**config.mk**
```make
export PLATFORM = sky130hd
export DESIGN_NAME = dbd_dma_ctl
export DESIGN_NICKNAME = d
export VERILOG_FILES = /design/src/inc/dbd_pkg.sv /design/src/logic/dbd_sync.sv /design/src/logic/dbd_dma_ctl.sv
export SDC_FILE = /design/constraint.sdc
export NUM_CORES = 1
export LEC_CHECK = 0
export BUFFER_PORTS_ARGS = -buffer_cell sky130_fd_sc_hd__buf_4
export CAP_MARGIN = 10
export CORE_AREA = 2 2 152 154
export DETAILED_ROUTE_END_ITERATION = 6
export DIE_AREA = 0 0 154 156
export PLACE_DENSITY_LB_ADDON = 0.1
export SLEW_MARGIN = 15
export SYNTH_ARGS = -nofsm -noshare
export SYNTH_HDL_FRONTEND = slang
export SYNTH_SLANG_ARGS = --single-unit
```
**constraint.sdc**
```tcl
create_clock -name ref_clk_i -period 7.45 [get_ports ref_clk_i]
set_input_delay 0.745 -clock ref_clk_i [delete_from_list [all_inputs] [get_ports ref_clk_i]]
set_output_delay 0.745 -clock ref_clk_i [all_outputs]
set_load 0.005 [all_outputs]
```
**src/inc/dbd_pkg.sv**
```systemverilog
// constants, field layout and carrier types of the disk buffer dma control
// assumes one 20 MHz clock domain and an 8-bit multiplexed processor port
package dbd_pkg;

	// register offsets on the processor port
	localparam logic [7:0] OFS_START_STOP = 8'hba;
	localparam logic [7:0] OFS_CAP_HIGH = 8'hbc;
	localparam logic [7:0] OFS_CAP_LOW = 8'hbe;
	localparam logic [7:0] OFS_STATUS = 8'hc0;
	localparam logic [7:0] OFS_PTR_HIGH = 8'hc2;
	localparam logic [7:0] OFS_PTR_MID = 8'hc4;
	localparam logic [7:0] OFS_PTR_LOW = 8'hc6;
	localparam logic [7:0] OFS_AUTO_ODD = 8'hc8;
	localparam logic [7:0] OFS_AUTO_EVEN = 8'hca;
	localparam logic [7:0] OFS_LATCH_ODD = 8'hcc;
	localparam logic [7:0] OFS_LATCH_EVEN = 8'hce;

	// start/stop control bits
	localparam int unsigned SS_GO = 0;
	localparam int unsigned SS_ABORT = 1;
	localparam int unsigned SS_DIAG = 2;

	// status bits
	localparam int unsigned ST_HOST_BUSY = 0;
	localparam int unsigned ST_HOST_VBUSY = 1;
	localparam int unsigned ST_DISK_BUSY = 2;
	localparam int unsigned ST_DISK_VBUSY = 3;
	localparam int unsigned ST_CPU_PERR = 4;
	localparam int unsigned ST_DISK_PERR = 5;
	localparam int unsigned ST_HOST_PERR = 6;

	// capture high byte: flag in bit 7, count bits 14:8 below it
	localparam int unsigned CAP_FLAG_BIT = 7;

	// widths
	localparam int unsigned PTR_W = 23;
	localparam int unsigned CNT_W = 15;
	localparam int unsigned SEG_W = 5;
	localparam int unsigned BLK_W = 8;

	// reset values and pointer step
	localparam logic [7:0] RST_BYTE = 8'h00;
	localparam logic [PTR_W-1:0] RST_PTR = 23'h000000;
	localparam logic [CNT_W-1:0] RST_CNT = 15'h0000;
	localparam logic [15:0] RST_WORD = 16'h0000;
	localparam logic [PTR_W-1:0] PTR_STEP = 23'h000001;

	typedef enum logic [1:0] {
		DBD_IDLE,
		DBD_BUSY,
		DBD_VBUSY
	} dbd_pipe_t;

	typedef enum logic {
		DBD_BUF_IDLE,
		DBD_BUF_WAIT
	} dbd_buf_st_t;

	// processor port pins after the synchroniser
	typedef struct packed {
		logic ale;
		logic cs_n;
		logic rd_n;
		logic wr_n;
		logic [7:0] ad;
	} dbd_cpu_pins_t;

	// processor request toward buffer memory
	typedef struct packed {
		logic req;
		logic we;
		logic [PTR_W-1:0] addr;
		logic [15:0] wdata;
	} dbd_buf_req_t;

	// disk dma launch toward the transfer engine
	typedef struct packed {
		logic go;
		logic [PTR_W-1:0] abs_addr;
		logic [BLK_W-1:0] count;
	} dbd_disk_cmd_t;

endpackage : dbd_pkg

```
**src/logic/dbd_sync.sv**
```systemverilog
// two flip-flop synchroniser for a bundle of pin levels
// assumes each bit is a level that stays for several clocks
`timescale 1ns/1ps
module dbd_sync #(
	parameter int unsigned W = 1,
	parameter logic [W-1:0] RST_VAL = '0
) (
	// clock and reset
	input wire logic ref_clk_i,
	input wire logic reset_i,
	// levels
	input wire logic [W-1:0] d_i,
	output logic [W-1:0] q_o
);
	logic [W-1:0] meta_r;

	// the first stage feeds only the second
	always_ff @(posedge ref_clk_i or posedge reset_i) begin
		if (reset_i) begin
			meta_r <= RST_VAL;
			q_o <= RST_VAL;
		end else begin
			meta_r <= d_i;
			q_o <= meta_r;
		end
	end
endmodule : dbd_sync

```
**src/logic/dbd_dma_ctl.sv**
```systemverilog
// disk buffer dma control: start/stop, count capture, status, cpu buffer path
// assumes an 8-bit multiplexed processor port on pins and buffer memory,
// disk engine and ecc corrector as on-chip logic on ref_clk_i
`timescale 1ns/1ps
// How it works
// - diag load bit set: relative address moves into the address counter
// - abort bit set: disk dma stops, pipeline returns to idle
// - start bit launches dma with absolute address and transfer count
// - each start steps pipeline up once: idle to busy, busy to very busy
// - adjust flag zero unless very busy fell to busy with ecc pending
// - adjust flag drops on ecc success or disk soft reset
// - 15-bit count capture holds value from last capture request
// - host parity bit set on parity error during host buffer read
// - disk parity bit set on parity error in disk read or ecc cycle
// - cpu parity bit set on parity error during processor buffer read
// - status shows live disk and host busy and very busy states
// - even autoincrement port access advances the buffer pointer
// - data latch port access leaves the pointer unchanged
// - capture request latches adjust flag, block and buffer counts
module dbd_dma_ctl
	import dbd_pkg::*;
(
	// clock and reset
	input wire logic ref_clk_i,
	input wire logic reset_i,
	// processor port pins
	input wire logic cpu_ale_i,
	input wire logic cpu_cs_n_i,
	input wire logic cpu_rd_n_i,
	input wire logic cpu_wr_n_i,
	input wire logic [7:0] cpu_ad_i,
	output logic [7:0] cpu_ad_o,
	output logic cpu_ad_oe_o,
	output logic cpu_wait_o,
	// disk pipeline variables and events
	input wire logic [dbd_pkg::SEG_W-1:0] disk_seg_i,
	input wire logic [dbd_pkg::PTR_W-1:0] seg_size_i,
	input wire logic [dbd_pkg::PTR_W-1:0] rel_addr_i,
	input wire logic [dbd_pkg::BLK_W-1:0] block_count_i,
	input wire logic disk_xfer_done_i,
	input wire logic disk_soft_reset_i,
	input wire logic ecc_pending_i,
	input wire logic ecc_ok_i,
	input wire logic disk_capture_request_i,
	input wire logic [dbd_pkg::CNT_W-1:0] disk_buff_count_i,
	// disk dma launch and counter diagnostic
	output dbd_pkg::dbd_disk_cmd_t disk_cmd_o,
	output logic disk_abort_o,
	output logic counter_diag_load_o,
	output logic [dbd_pkg::PTR_W-1:0] diag_addr_o,
	output logic [dbd_pkg::BLK_W-1:0] block_capture_o,
	// host pipeline state and parity sources
	input wire logic host_pipe_busy_i,
	input wire logic host_pipe_very_busy_i,
	input wire logic host_buffer_parity_error_i,
	input wire logic disk_buffer_parity_error_i,
	// buffer memory port for processor accesses
	output dbd_pkg::dbd_buf_req_t buf_req_o,
	input wire logic buf_ack_i,
	input wire logic [15:0] buf_rdata_i,
	input wire logic buf_par_err_i
);
	import dbd_pkg::*;
	// absolute address = segment * segment size + relative address
	function automatic logic [PTR_W-1:0] abs_addr_f(
		input logic [SEG_W-1:0] seg,
		input logic [PTR_W-1:0] size,
		input logic [PTR_W-1:0] rel
	);
		logic [PTR_W+SEG_W-1:0] prod;
		prod = seg * size;
		return PTR_W'(prod[PTR_W-1:0] + rel);
	endfunction : abs_addr_f
	function automatic logic is_even_port(input logic [7:0] a);
		return (a == OFS_AUTO_EVEN) || (a == OFS_LATCH_EVEN);
	endfunction : is_even_port
	// synchronised pins
	dbd_cpu_pins_t pins;
	logic ale_d_r;
	logic rd_n_d_r;
	logic wr_n_d_r;
	dbd_sync #(
		.W($bits(dbd_cpu_pins_t)),
		.RST_VAL({1'b0, 1'b1, 1'b1, 1'b1, RST_BYTE})
	) u_sync (
		.ref_clk_i(ref_clk_i),
		.reset_i(reset_i),
		.d_i({cpu_ale_i, cpu_cs_n_i, cpu_rd_n_i, cpu_wr_n_i, cpu_ad_i}),
		.q_o(pins)
	);

	always_ff @(posedge ref_clk_i or posedge reset_i) begin
		if (reset_i) begin
			ale_d_r <= 1'b0;
			rd_n_d_r <= 1'b1;
			wr_n_d_r <= 1'b1;
		end else begin
			ale_d_r <= pins.ale;
			rd_n_d_r <= pins.rd_n;
			wr_n_d_r <= pins.wr_n;
		end
	end
	// address taken as ale falls; strobes count only with select low
	logic [7:0] addr_r;
	logic wr_ev;
	logic rd_ev;
	logic rd_end;
	assign wr_ev = pins.wr_n & ~wr_n_d_r & ~pins.cs_n;
	assign rd_ev = ~pins.rd_n & rd_n_d_r & ~pins.cs_n;
	assign rd_end = pins.rd_n & ~rd_n_d_r;
	always_ff @(posedge ref_clk_i or posedge reset_i) begin
		if (reset_i) begin
			addr_r <= RST_BYTE;
		end else if (ale_d_r && !pins.ale) begin
			addr_r <= pins.ad;
		end
	end
	// start/stop control register
	logic [7:0] ss_r;
	always_ff @(posedge ref_clk_i or posedge reset_i) begin
		if (reset_i) begin
			ss_r <= RST_BYTE;
		end else if (wr_ev && addr_r == OFS_START_STOP) begin
			ss_r <= pins.ad;
		end else begin
			// go is a request, so it acts once per write
			ss_r[SS_GO] <= 1'b0;
		end
	end
	// disk pipeline
	dbd_pipe_t pipe_r;
	dbd_pipe_t pipe_nxt;
	logic go_ok;
	// a start written while abort is set is dropped
	assign go_ok = ss_r[SS_GO] & ~ss_r[SS_ABORT];
	always_comb begin
		pipe_nxt = pipe_r;
		if (ss_r[SS_ABORT]) begin
			pipe_nxt = DBD_IDLE;
		end else if (go_ok && !disk_xfer_done_i) begin
			unique case (pipe_r)
				DBD_IDLE: pipe_nxt = DBD_BUSY;
				DBD_BUSY: pipe_nxt = DBD_VBUSY;
				DBD_VBUSY: pipe_nxt = DBD_VBUSY;
				default: pipe_nxt = DBD_IDLE;
			endcase
		end else if (disk_xfer_done_i && !go_ok) begin
			unique case (pipe_r)
				DBD_VBUSY: pipe_nxt = DBD_BUSY;
				DBD_BUSY: pipe_nxt = DBD_IDLE;
				DBD_IDLE: pipe_nxt = DBD_IDLE;
				default: pipe_nxt = DBD_IDLE;
			endcase
		end
	end

	always_ff @(posedge ref_clk_i or posedge reset_i) begin
		if (reset_i) begin
			pipe_r <= DBD_IDLE;
		end else begin
			pipe_r <= pipe_nxt;
		end
	end
	// launch toward the disk engine; a start in very busy is not queued
	always_ff @(posedge ref_clk_i or posedge reset_i) begin
		if (reset_i) begin
			disk_cmd_o <= '0;
			disk_abort_o <= 1'b0;
		end else begin
			disk_abort_o <= ss_r[SS_ABORT];
			disk_cmd_o.go <= go_ok && pipe_r != DBD_VBUSY;
			if (go_ok) begin
				disk_cmd_o.abs_addr <= abs_addr_f(disk_seg_i, seg_size_i,
					rel_addr_i);
				disk_cmd_o.count <= block_count_i;
			end
		end
	end
	// counter diagnostic load follows the bit as a level
	always_ff @(posedge ref_clk_i or posedge reset_i) begin
		if (reset_i) begin
			counter_diag_load_o <= 1'b0;
			diag_addr_o <= RST_PTR;
		end else begin
			counter_diag_load_o <= ss_r[SS_DIAG];
			if (ss_r[SS_DIAG]) begin
				diag_addr_o <= rel_addr_i;
			end
		end
	end
	// pending adjust flag; the setting event wins over ecc success
	logic adjust_r;
	always_ff @(posedge ref_clk_i or posedge reset_i) begin
		if (reset_i) begin
			adjust_r <= 1'b0;
		end else if (disk_soft_reset_i) begin
			adjust_r <= 1'b0;
		end else if (pipe_r == DBD_VBUSY && pipe_nxt == DBD_BUSY &&
			ecc_pending_i) begin
			adjust_r <= 1'b1;
		end else if (ecc_ok_i) begin
			adjust_r <= 1'b0;
		end
	end
	// capture registers
	logic cap_flag_r;
	logic [CNT_W-1:0] cap_cnt_r;
	always_ff @(posedge ref_clk_i or posedge reset_i) begin
		if (reset_i) begin
			cap_flag_r <= 1'b0;
			cap_cnt_r <= RST_CNT;
			block_capture_o <= RST_BYTE;
		end else if (disk_capture_request_i) begin
			cap_flag_r <= adjust_r;
			cap_cnt_r <= disk_buff_count_i;
			block_capture_o <= block_count_i;
		end
	end
	// sticky parity flags, cleared by disk soft reset; a new error wins
	logic host_perr_r;
	logic disk_perr_r;
	logic cpu_perr_r;
	logic cpu_rd_busy;

	always_ff @(posedge ref_clk_i or posedge reset_i) begin
		if (reset_i) begin
			host_perr_r <= 1'b0;
		end else if (host_buffer_parity_error_i) begin
			host_perr_r <= 1'b1;
		end else if (disk_soft_reset_i) begin
			host_perr_r <= 1'b0;
		end
	end

	always_ff @(posedge ref_clk_i or posedge reset_i) begin
		if (reset_i) begin
			disk_perr_r <= 1'b0;
		end else if (disk_buffer_parity_error_i) begin
			disk_perr_r <= 1'b1;
		end else if (disk_soft_reset_i) begin
			disk_perr_r <= 1'b0;
		end
	end

	always_ff @(posedge ref_clk_i or posedge reset_i) begin
		if (reset_i) begin
			cpu_perr_r <= 1'b0;
		end else if (cpu_rd_busy && buf_ack_i && buf_par_err_i) begin
			cpu_perr_r <= 1'b1;
		end else if (disk_soft_reset_i) begin
			cpu_perr_r <= 1'b0;
		end
	end
	// processor buffer path: odd byte is held, even byte moves the word
	dbd_buf_st_t bst_r;
	logic [PTR_W-1:0] ptr_r;
	logic [7:0] odd_hold_r;
	logic auto_r;
	logic start_wr;
	logic start_rd;
	assign start_wr = wr_ev && is_even_port(addr_r) && bst_r == DBD_BUF_IDLE;
	assign start_rd = rd_ev && is_even_port(addr_r) && bst_r == DBD_BUF_IDLE;
	assign cpu_rd_busy = bst_r == DBD_BUF_WAIT && !buf_req_o.we;

	always_ff @(posedge ref_clk_i or posedge reset_i) begin
		if (reset_i) begin
			bst_r <= DBD_BUF_IDLE;
			buf_req_o <= '0;
			auto_r <= 1'b0;
		end else begin
			unique case (bst_r)
				DBD_BUF_IDLE: begin
					if (start_wr || start_rd) begin
						bst_r <= DBD_BUF_WAIT;
						buf_req_o.req <= 1'b1;
						buf_req_o.we <= start_wr;
						buf_req_o.addr <= ptr_r;
						buf_req_o.wdata <= {odd_hold_r, pins.ad};
						auto_r <= addr_r == OFS_AUTO_EVEN;
					end
				end
				DBD_BUF_WAIT: begin
					if (buf_ack_i) begin
						bst_r <= DBD_BUF_IDLE;
						buf_req_o.req <= 1'b0;
					end
				end
			endcase
		end
	end
	// pointer: loaded by byte writes, stepped after even autoincrement accesses
	always_ff @(posedge ref_clk_i or posedge reset_i) begin
		if (reset_i) begin
			ptr_r <= RST_PTR;
		end else if (bst_r == DBD_BUF_WAIT && buf_ack_i) begin
			if (auto_r) begin
				ptr_r <= ptr_r + PTR_STEP;
			end
		end else if (wr_ev) begin
			unique case (addr_r)
				OFS_PTR_HIGH: ptr_r[PTR_W-1:16] <= pins.ad[PTR_W-17:0];
				OFS_PTR_MID: ptr_r[15:8] <= pins.ad;
				OFS_PTR_LOW: ptr_r[7:0] <= pins.ad;
				default: ptr_r <= ptr_r;
			endcase
		end
	end
	// odd byte: written by the processor or taken from a word read
	always_ff @(posedge ref_clk_i or posedge reset_i) begin
		if (reset_i) begin
			odd_hold_r <= RST_BYTE;
		end else if (cpu_rd_busy && buf_ack_i) begin
			odd_hold_r <= buf_rdata_i[15:8];
		end else if (wr_ev && (addr_r == OFS_AUTO_ODD ||
			addr_r == OFS_LATCH_ODD)) begin
			odd_hold_r <= pins.ad;
		end
	end
	// read data register
	logic [7:0] rd_data_r;
	logic [7:0] status;
	logic rd_active_r;
	assign status = {1'b0, host_perr_r, disk_perr_r, cpu_perr_r,
		pipe_r == DBD_VBUSY, pipe_r == DBD_BUSY,
		host_pipe_very_busy_i, host_pipe_busy_i};

	always_ff @(posedge ref_clk_i or posedge reset_i) begin
		if (reset_i) begin
			rd_data_r <= RST_BYTE;
		end else if (cpu_rd_busy && buf_ack_i) begin
			rd_data_r <= buf_rdata_i[7:0];
		end else if (rd_ev) begin
			unique case (addr_r)
				OFS_CAP_HIGH: rd_data_r <= {cap_flag_r, cap_cnt_r[CNT_W-1:8]};
				OFS_CAP_LOW: rd_data_r <= cap_cnt_r[7:0];
				OFS_STATUS: rd_data_r <= status;
				OFS_PTR_HIGH: rd_data_r <= {1'b0, ptr_r[PTR_W-1:16]};
				OFS_PTR_MID: rd_data_r <= ptr_r[15:8];
				OFS_PTR_LOW: rd_data_r <= ptr_r[7:0];
				OFS_AUTO_ODD: rd_data_r <= odd_hold_r;
				OFS_LATCH_ODD: rd_data_r <= odd_hold_r;
				default: rd_data_r <= RST_BYTE;
			endcase
		end
	end
	// drive the bus from the read strobe until it rises again
	always_ff @(posedge ref_clk_i or posedge reset_i) begin
		if (reset_i) begin
			rd_active_r <= 1'b0;
		end else if (rd_ev) begin
			rd_active_r <= 1'b1;
		end else if (rd_end) begin
			rd_active_r <= 1'b0;
		end
	end
	// the strobe must be stretched while a buffer word is in flight
	assign cpu_wait_o = bst_r == DBD_BUF_WAIT || start_rd || start_wr;
	assign cpu_ad_o = rd_data_r;
	assign cpu_ad_oe_o = rd_active_r && !pins.rd_n;

endmodule : dbd_dma_ctl

```
# After elaboration in Yosys (flattened, before gate mapping)
# Cells that the tools add are included.
# totals
inputBits	115
output_inout_bits	116
register_bits	208
elab_cells	145
# classes
multipliers	1
n_mux	32
n_reduce_logical	46
bitwise	12
n_addsub	2
n_eq_ne	18
# op_table
cell	n
$eq A8 B8 Y1 const B	11
$mux W23	3
$pmux W8 S7	1
$mux W8	6
$mux W41	1
$add A23 B1 Y23 const B	1
$add A23 B23 Y23	1
$mul A5 B23 Y23	1
$reduce_bool A2 Y1	10
$logic_and A1 B1 Y1	17
$mux W1	14
$reduce_and A3 Y1	3
$mux W7	1
$and A1 B1 Y1	6
$mux W2	3
$ne A2 B2 Y1 const B	3
$not A1 Y1	6
$logic_not A1 Y1	5
$logic_or A1 B1 Y1	5
$eq A2 B1 Y1 const B	2
$pmux W1 S2	2
$pmux W2 S2	1
$reduce_and A2 Y1	2
$reduce_or A2 Y1	2
4 further kinds	4

# Depth between registers and ports, before layout
# Gate-level depths: netlist of run 1.
# logic_depth
depth_word	12
mapped_depth	17
mapped_depth_nobuf	15

# Modules after synthesis
# A second synthesis of run 1 with hierarchy kept.
# hier_totals
hier_cells	1139
area_unflattened_um2	12360.6
# by_module_without_submodules
mod	area_each_um2	cells_per_inst	instances
dbd_dma_ctl	11748.8	1114	1
dbd_sync	611.8	25	1

# Least setup slack after synthesis of run 1
# No wires, ideal clock.
# synth_timing
path_kind	input-to-reg
from	input port disk_seg_i[3] (netlist bit)
to	register disk_cmd_o[28] (netlist bit)
path_stages	16
path_buffers	2
setup_slack_ns	2.920
t_arrival_ns	4.396
required_time_ns	7.317
cell_sequence	clkbuf_1 -> clkbuf_1 -> and2_1 -> fa_1 -> fa_1 -> inv_1 -> fa_1 -> inv_1 -> ha_1 -> a21o_1 -> a221o_1 -> o211ai_2 -> o21bai_1 -> o21ai_0 -> xor2_1 -> o21ai_0
# synth_between
elab_chain_cells	2
# synth_rtl
element	line	text
start: declaration	dbd_dma_ctl.sv:36	input wire logic [dbd_pkg::SEG_W-1:0] disk_seg_i,
$mul A5 B23 Y23	dbd_dma_ctl.sv:71	prod = seg * size;
$add A23 B23 Y23	dbd_dma_ctl.sv:72	return PTR_W'(prod[PTR_W-1:0] + rel);
end: declaration	dbd_dma_ctl.sv:47	output dbd_pkg::dbd_disk_cmd_t disk_cmd_o,
# Every way passes these cells.
# A chain may end at the register's enable or synchronous reset.

# Final worst setup path of run 1
# layout_timing
from	input port disk_seg_i[0] (netlist bit)
to	register disk_cmd_o[23] (netlist bit)
# The elaborated chain is that of the path after synthesis.

==> summary.txt, run 1 <==
Status
  • Run status: finished, final reports clean

Power and ir drop
  • Clk pwr share: 30.3%
  • Switching Share: about a third
  • Sequential Power Share: a little over a third
  • Pwr dens: 255 nW/um2
  • P_leak: 7.28 nW
  • P_sw: between 0.001 and 0.0015 W
  • Maximum vdd drop: 0.195 mV
  • Logic gate share of total power: 33.2%
  • P_int: 0.00252 W

Cells and area
  • Post-route insts no fill: 1,659
  • Fill count: 1,812
  • Ant diodes: 0
  • Area of the multi-input gates: roughly 6400 um2
  • Area delta synth->final: 22.3%
  • Fin nets: 1,581
  • Reg area: about 5200 um2
  • Layout cells sized above 1: around 29%

Critical path
  • Critical path capture point type: flop
  • Worst Path Arrival: 4.47 ns
  • Crit Path Category: in -> reg
  • Crit start category: input pin
  • Largest fanout on the critical path: 23
  • Worst EP required: 7.81 ns

Synth
  • Most frequent cell after synthesis: dfrtp_1
  • Netlist area before placement: between 10,000 and 15,000 um2
  • Synth Flop Type: dfrtp_1
  • Post-synth EDFFs: 0
  • Synthesized instance count: between 1,000 and 1,500
  • Sequential fraction of the synthesis area: 42.9%
  • Post-synthesis cell type with the largest combined area: dfrtp_1
  • Unique masters post-synth: 59
  • Synth top cells by count: dfrtp_1, nand2_1, mux2_2, inv_1, and2_1
  • Syn_area_per_cell: 10.6 um2
  • Top cells by area, synth: dfrtp_1, fa_1, mux2_2, nand2_1, and2_1
  • Yosys top cell area share: 41.2%
  • Syn nets: between 1,000 and 1,500
  • Synth Register Bits: 208
  • Ys Warns: 0
  • Synth async-reset ratio: 100%

Global routing
  • Maximum number of pins on one net before global-route repair: 128
  • Met2 Use GR: 45.1%
  • Number of global-route vias before repair: 9,300
  • Antenna violations before repair: 0
  • Met3 track demand over resource: 4.17%
  • Met1 global-route usage: between 30 and 40%
  • GRT busiest layer: met2
  • All-Layer GR Usage: 25.7%
  • First-pass GRT wire length: 48,900 um
  • Gr ovfl total: 0

Clock tree
  • CTS root buffer: clkbuf_16
  • Post CTS Setup Buffer Count: 0
  • CTS Buf Count: 24
  • Clock transition at path regs: around 0.060 ns
  • H-tree Lvls: 1
  • Clk buf depth: 3
  • CTS tree: done
  • Cts repair resizes: 0
  • Hold Buf Count CTS: 0
  • Latest clock arrival within the worst-skew pair: 0.53 ns
  • Clock Sinks: 208

Timing
  • Final period utilization: between 50% and 60%
  • Worst slew pin tran: 1.16 ns
  • Max Slew Vio Count: 0
  • Worst clock skew: 0.0166 ns
  • RSZ-0062 raised after global routing: no
  • # setup viols final: 0
  • Setup TNS: 0 ns
  • Worst Slack Setup Final: 3.34 ns
  • Final min period: 4.11 ns
  • Hold WS: 0.321 ns
  • Slew headroom: 22.8%
  • Final hold violations: 0
  • Max Freq: 243 MHz

Routing
  • Residual DRC count: 0
  • Total iterations of the first detailed-routing run: 5
  • DR vias: 9,097
  • Antenna Nets Post-Route: 0
  • Vias per cell: 5.48
  • Initial DRC count: 380
  • Drt total wl: 30,700 um
  • Avg WL per Cell: between 15 and 20 um

Placed design
  • Detail Placement HPWL: 23,000 um
  • IO Port Bufs: 230
  • Placer Congestion: 0.903
  • Dpl ws: around 2.8 ns
  • # placed instances: 1,618

Floorplan
  • Ports: roughly 230
  • DIE AREA: 24,000 um2
  • Die Ht: ~160 um
  • Row count: 55
  • CORE AREA: 22,400 um2
  • Initial Util: 54.4%
  • Die Width: 154 um

Min path
  • Class of the worst hold path: in -> reg

Flow run
  • Number of max-cap violations: 0
-- cell type report --
class / instances / area share (%)
multi-input combinational: 798 / 43.1
sequential: 208 / 35.1
timing repair buffer: 233 / 11.8
clock buffer: 30 / 4.53
inverter: 94 / 2.42
tap: 285 / 2.40
clock inverter: 11 / 0.657
-- sequential cells by signal, summed over array words and instances, names as in the netlist, 2 cells and up --
| name | count |
|---|---|
| cap_cnt_r | 15 |
| addr_r | 8 |
| pipe_r | 2 |
| ptr_r | 23 |
| u_sync.meta_r | 12 |
| odd_hold_r | 8 |
| buf_req_o | 41 |
| cpu_ad_o | 8 |
| diag_addr_o | 23 |
| block_capture_o | 8 |
| ss_r | 3 |
| disk_cmd_o | 32 |
| u_sync.q_o | 12 |
-- kinds of logic after synthesis --
group                    synth area share [%]
AND/OR/NAND/NOR                          13.6
adder cells (fa/ha/maj)                  15.8
XOR/XNOR                                 1.87
AO/OA/AOI/OAI                            9.91
multiplexers                             11.5
flip-flops                               42.9
buffers and inverters                    4.53
-- per-stage QoR --
step	power, W	cell area [um2]	util, %
floorplan	0.00222	12200	-
CTS	0.00383	14900	66.4
detailed placement	0.00266	14100	63.0
finish	0.00379	14900	66.5
global placement	0.00264	14100	63.0
global route	0.00404	14900	66.5
-- worst max-delay path: stages --
cell      delay [ns]
buf_4           0.21
and2_1          0.18
fa_1            0.45
fa_1            0.54
inv_1           0.05
fa_1            0.47
inv_1           0.04
ha_1            0.34
a21o_1          0.23
o21bai_2        0.23
o2111a_2        0.29
nor3_1          0.29
o21ai_0         0.17
xnor2_1         0.14
o21ai_0         0.08
-- final timing paths --
path                                  start          endpoint  slack, ns  cells after the start
setup / recovery              disk_seg_i[0]    disk_cmd_o[23]       3.34                     15
hold / removal                  cpu_ad_i[3]  u_sync.meta_r[3]       0.32                      1
setup reg to reg                  addr_r[1]     buf_req_o[19]       4.56                      5
hold reg to reg            u_sync.meta_r[7]     u_sync.q_o[7]       0.35                      0
max in group asynchronous           reset_i     cap_cnt_r[14]       5.51                      3
min in group asynchronous           reset_i     buf_req_o[21]       0.38                      2
-- metal layers --
layer | up-vias | wire (um)
li1 | 4264 | -
met1 | 4503 | 12700
met2 | 270 | 15500
met3 | 60 | 1550
met4 | 0 | 995
met5 | - | 0
-- power by group through the flow --
stage / Clock [W] / Sequential (W) / Combinational, W
floorplan: 0 / 0.00135 / 0.000871
global placement: 0 / 0.00140 / 0.00124
detailed placement: 0 / 0.00140 / 0.00126
CTS: 0.00117 / 0.00139 / 0.00127
global route: 0.00122 / 0.00140 / 0.00142
finish: 0.00115 / 0.00139 / 0.00126
-- cell usage in the layout (no fill, tap or decap), types with 3 or more instances in the layout --
cell type and n:
nand3_1 21, nor2b_1 5, nand4_1 4, a22oi_1 8, nor3_1 11, ha_1 30
o22a_1 6, nand2b_1 3, buf_4 233, a221oi_1 3, fa_1 77, mux2_2 98
dfrtp_1 200, a22o_1 7, and3_1 7, o21ai_0 67, clkbuf_8 5, nor2_1 52
a21oi_1 46, a31oi_1 7, xnor2_1 15, inv_1 93, clkbuf_16 24, dfstp_2 8
and2_1 83, mux2i_1 29, xor2_1 11, a211oi_1 3, o22ai_1 10, clkinv_2 7
a21o_1 9, o211ai_1 4, nand2_1 145
Power figures use the tool's default switching activity.
==> run 2: changes to the inputs <==
Settings changed: ABC_AREA set to 1, CORE_AREA 2 2 152 154 to 2 2 162 164, DIE_AREA 0 0 154 156 to 0 0 164 166.
Clock period 7.45 ns to 3.6 ns, I/O delays scaled along.
==> summary.txt, run 2 <==
Critical path
  • Crit path max-delay family: adder cells (unchanged)
  • Slowest stage cell on the critical path: fa_1 (unchanged)
  • Crit-path cells: buf_4 -> nand2_1 -> inv_1 -> fa_1 -> fa_1 -> inv_1 -> fa_1 -> inv_1 -> ha_1 -> a21oi_1 -> o21ai_0 -> inv_1 -> nand3_1 -> or2_2 -> nand3_1 -> nand2_1 (was buf_4 -> and2_1 -> fa_1 -> fa_1 -> inv_1 -> fa_1 -> inv_1 -> ha_1 -> a21o_1 -> o21bai_2 -> o2111a_2 -> nor3_1 -> o21ai_0 -> xnor2_1 -> o21ai_0)
  • Largest fanout on the critical path: 19 (was 23)
  • RR Endpoint: odd_hold_r[2] (was buf_req_o[19])
  • Worst Path Arrival: 3.65 ns (was 4.47 ns)
  • Worst R2R Start: bst_r (was addr_r[1])
  • R2R Setup Slk: 1.35 ns (was 4.56 ns)
  • Crit Path Category: in -> reg (unchanged)
  • Critical Path Max Stage Delay: 0.55 ns (was 0.54 ns)
  • Reg2Reg Depth: 6 (was 5)
  • Crit start category: input pin (unchanged)
  • Worst EP required: 4.00 ns (was 7.81 ns)
  • Critical path capture point type: flop (unchanged)
  • CP Buf/Inv Count: 5 (was 3)
  • Most Frequent Cell on Critical Path: inv_1 (was fa_1)

Cells and area
  • Layout Utilization: 64.5% (was 66.5%)
  • Area of the multi-input gates: 6410 um2 (about the same)
  • Commonest non-fill, non-tap cell in the layout: nand2_1 (was buf_4)
  • Area delta synth->final: 26.8% (was 22.3%)
  • Largest Register: buf_req_o (unchanged)
  • Most frequent cells in the layout: nand2_1, inv_1, buf_4 (was buf_4, dfrtp_1, nand2_1)
  • Fill count: 2,301 (was 1,812)
  • Fin nets: 2,153 (was 1,581)
  • Number of flip-flops in the largest register: 41 (unchanged)
  • Ant diodes: 0 (unchanged)
  • Biggest regs: buf_req_o x41, disk_cmd_o x32 (unchanged)
  • Reg area: 5220 um2 (about the same)
  • Layout cells sized above 1: 20.1% (was 28.9%)

Routing
  • Drt total wl: 36,000 um (was 30,700 um)
  • Vias per cell: 5.05 (was 5.48)
  • Initial DRC count: 989 (was 380)
  • Routed length on met1: 15,900 um (was 12,700 um)
  • Residual DRC count: 0 (unchanged)
  • Avg WL per Cell: 15.8 um (was 18.5 um)
  • Top Metal Used: met4 (unchanged)
  • Met2 routed WL: 16,900 um (was 15,500 um)
  • DR vias: 11,539 (was 9,097)
  • Antenna Nets Post-Route: 0 (unchanged)
  • Wire length on met3: 2700 um (was 1550 um)
  • Total iterations of the first detailed-routing run: 6 (was 5)

Synth
  • Synth async-reset ratio: 100% (unchanged)
  • Synth top cells by count: nand2_1, inv_1, dfrtp_1, nor2_1, o21ai_0 (was dfrtp_1, nand2_1, mux2_2, inv_1, and2_1)
  • Synth Area in XOR/XNOR: 0.538% (was 1.87%)
  • Top cells by area, synth: dfrtp_1, nand2_1, fa_1, inv_1, o21ai_0 (was dfrtp_1, fa_1, mux2_2, nand2_1, and2_1)
  • Synth Flop Type: dfrtp_1 (unchanged)
  • Unique masters post-synth: 44 (was 59)
  • Sequential fraction of the synthesis area: 40.0% (was 42.9%)
  • Yosys top cell area share: 38.4% (was 41.2%)
  • Adder-cell share of the synthesized area: 14.7% (was 15.8%)
  • Post-synth EDFFs: 0 (unchanged)
  • Ys Warns: 0 (unchanged)
  • Synthesized instance count: 1,637 (was 1,149)
  • Synth Register Bits: 208 (unchanged)
  • Syn_area_per_cell: 7.96 um2 (was 10.6 um2)
  • Most frequent cell after synthesis: nand2_1 (was dfrtp_1)
  • Syn nets: 1,859 (was 1,371)
  • Largest family of logic cells by synthesized area: simple AND/OR/NAND/NOR gates (was adder cells)
  • Mux contribution to synthesized area: 1.47% (was 11.5%)
  • Simple logic cell fraction of the synthesized area: 22.3% (was 13.6%)
  • Netlist area before placement: 13,000 um2 (was 12,200 um2)
  • Synth Area in Compound Gates: 10.2% (was 9.91%)
  • Post-synthesis cell type with the largest combined area: dfrtp_1 (unchanged)

Global routing
  • First-pass GRT wire length: 58,600 um (was 48,900 um)
  • Maximum number of pins on one net before global-route repair: 119 (was 128)
  • All-Layer GR Usage: 26.9% (was 25.7%)
  • Antenna violations before repair: 0 (unchanged)
  • Number of global-route vias before repair: 11,254 (was 9,300)
  • Gr ovfl total: 0 (unchanged)

Clock tree
  • Clock Sinks: 208 (unchanged)
  • CTS tree: done (unchanged)
  • Clk buf depth: 3 (unchanged)
  • Hold Buf Count CTS: 13 (was 0)
  • Cts repair resizes: 0 (unchanged)
  • H-tree Lvls: 1 (unchanged)
  • CTS root buffer: clkbuf_16 (unchanged)
  • CTS Buf Count: 23 (was 24)
  • Post CTS Setup Buffer Count: 0 (unchanged)
  • Clock transition at path regs: 0.06 ns (about the same)
  • Latest clock arrival within the worst-skew pair: 0.51 ns (was 0.53 ns)

Timing
  • Worst clock skew: 0.00956 ns (was 0.0166 ns)
  • Final hold violations: 0 (unchanged)
  • Final period utilization: 90.2%
  • Slew headroom: 39.3% (was 22.8%)
  • # setup viols final: 0 (unchanged)
  • RSZ-0062 raised after global routing: no (unchanged)
  • Worst slew pin tran: 0.907 ns (was 1.16 ns)
  • Worst Slack Setup Final: 0.352 ns (was 3.34 ns)
  • Max Freq: ~300 MHz
  • Max Slew Vio Count: 0 (unchanged)
  • Final min period: 3.25 ns

Floorplan
  • DIE AREA: 27,200 um2 (was 24,000 um2)
  • Die Ht: 166 um (was 156 um)
  • Die Width: 164 um (was 154 um)
  • Ports: 231 (unchanged)
  • Row count: 59 (was 55)
  • Initial Util: 50.9% (was 54.4%)
  • CORE AREA: 25,600 um2 (was 22,400 um2)

Status
  • Run status: finished, final reports clean (unchanged)

Placed design
  • IO Port Bufs: 230 (unchanged)
  • Dpl ws: -0.150 ns (was 2.78 ns)
  • Placer Congestion: 0.900 (was 0.903)
  • Detail Placement HPWL: 27,800 um (was 23,000 um)

Min path
  • Class of the worst hold path: in -> reg (unchanged)
  • Hold Path Depth: 2 (was 1)
  • Hold Crit Endpoint: adjust_r (was u_sync.meta_r[3])
  • Min-Delay Startpoint: disk_soft_reset_i (was cpu_ad_i[3])

Power and ir drop
  • Total power: 0.00897 W (was 0.00379 W)
  • P_leak: 9.35 nW (was 7.28 nW)
  • Maximum vdd drop: 0.480 mV (was 0.195 mV)
  • Pwr dens: 543 nW/um2 (was 255 nW/um2)

Flow run
  • Number of max-cap violations: 0 (unchanged)
-- run 2: cell types whose count changed after synthesis, sizes merged, moves of 29 or more --
| cell | before | now |
|---|---|---|
| o21ai | 70 | 136 |
| nand2 | 145 | 449 |
| and2 | 83 | 2 |
| nor2 | 53 | 126 |
| mux2 | 98 | 17 |
| nand3 | 22 | 82 |
| mux2i | 29 | 0 |
| inv | 94 | 321 |
-- run 2: kinds of logic (layout without fill, tap and decap cells) --
kind of cell / Yosys count / count (layout)
adder cells (fa/ha/maj): 107 / 107
XOR/XNOR: 8 / 8
flip-flops: 208 / 208
AND/OR/NAND/NOR: 696 / 696
multiplexers: 17 / 17
buffers and inverters: 365 / 676
AO/OA/AOI/OAI: 236 / 236
-- run 2: worst max path at each step --
stage | from | endpoint | slack (ns) | depth (start not counted)
4_1_cts | disk_seg_i[0] | disk_cmd_o[21] | 0.36 | 15
2_1_floorplan | disk_seg_i[1] | disk_cmd_o[21] | 0.03 | 16
6_report | disk_seg_i[3] | disk_cmd_o[21] | 0.35 | 16
3_5_place_dp | disk_seg_i[3] | disk_cmd_o[28] | -0.15 | 18
3_3_place_gp | disk_seg_i[2] | disk_cmd_o[22] | -0.13 | 15
5_1_grt | disk_seg_i[2] | disk_cmd_o[21] | 0.04 | 16
-- run 2: cell type report --
| cell class | count | share of cell area, % |
|---|---|---|
| Sequential cell | 208 | 31.6 |
| Clock buffer | 29 | 3.80 |
| Clock inverter | 13 | 1.20 |
| Timing Repair Buffer | 312 | 14.7 |
| Multi-Input combinational cell | 1064 | 38.8 |
| Inverter | 322 | 7.34 |
| Tap cell | 335 | 2.54 |
-- run 2: layer usage --
layer,GRT usage [%],vias up
li1,-,5643
met1,38.8,5449
met2,43.9,415
met3,3.87,32
met4,4.81,0
met5,0,-
-- run 2: power by group --
part           internal [W]  total [W]  switching (W)
Sequential          0.00256    0.00269       0.000133
Clock               0.00160    0.00256       0.000962
Combinational       0.00161    0.00371        0.00211
Total               0.00577    0.00897        0.00320
-- run 2: through the flow --
| step | cell area, um2 | hold WS [ns] | TNS (ns) | cells |
|---|---|---|---|---|
| floorplan | 13000 | 0.331 | 0 | 1637 |
| finish | 16500 | 0.0401 | 0 | 2283 |
| detailed placement | 15600 | 0.335 | -1.49 | 2228 |
| global placement | 15600 | 0.332 | -0.879 | 2228 |
| global route | 16500 | 0.0300 | 0 | 2283 |
| CTS | 16500 | 0.0152 | 0 | 2283 |
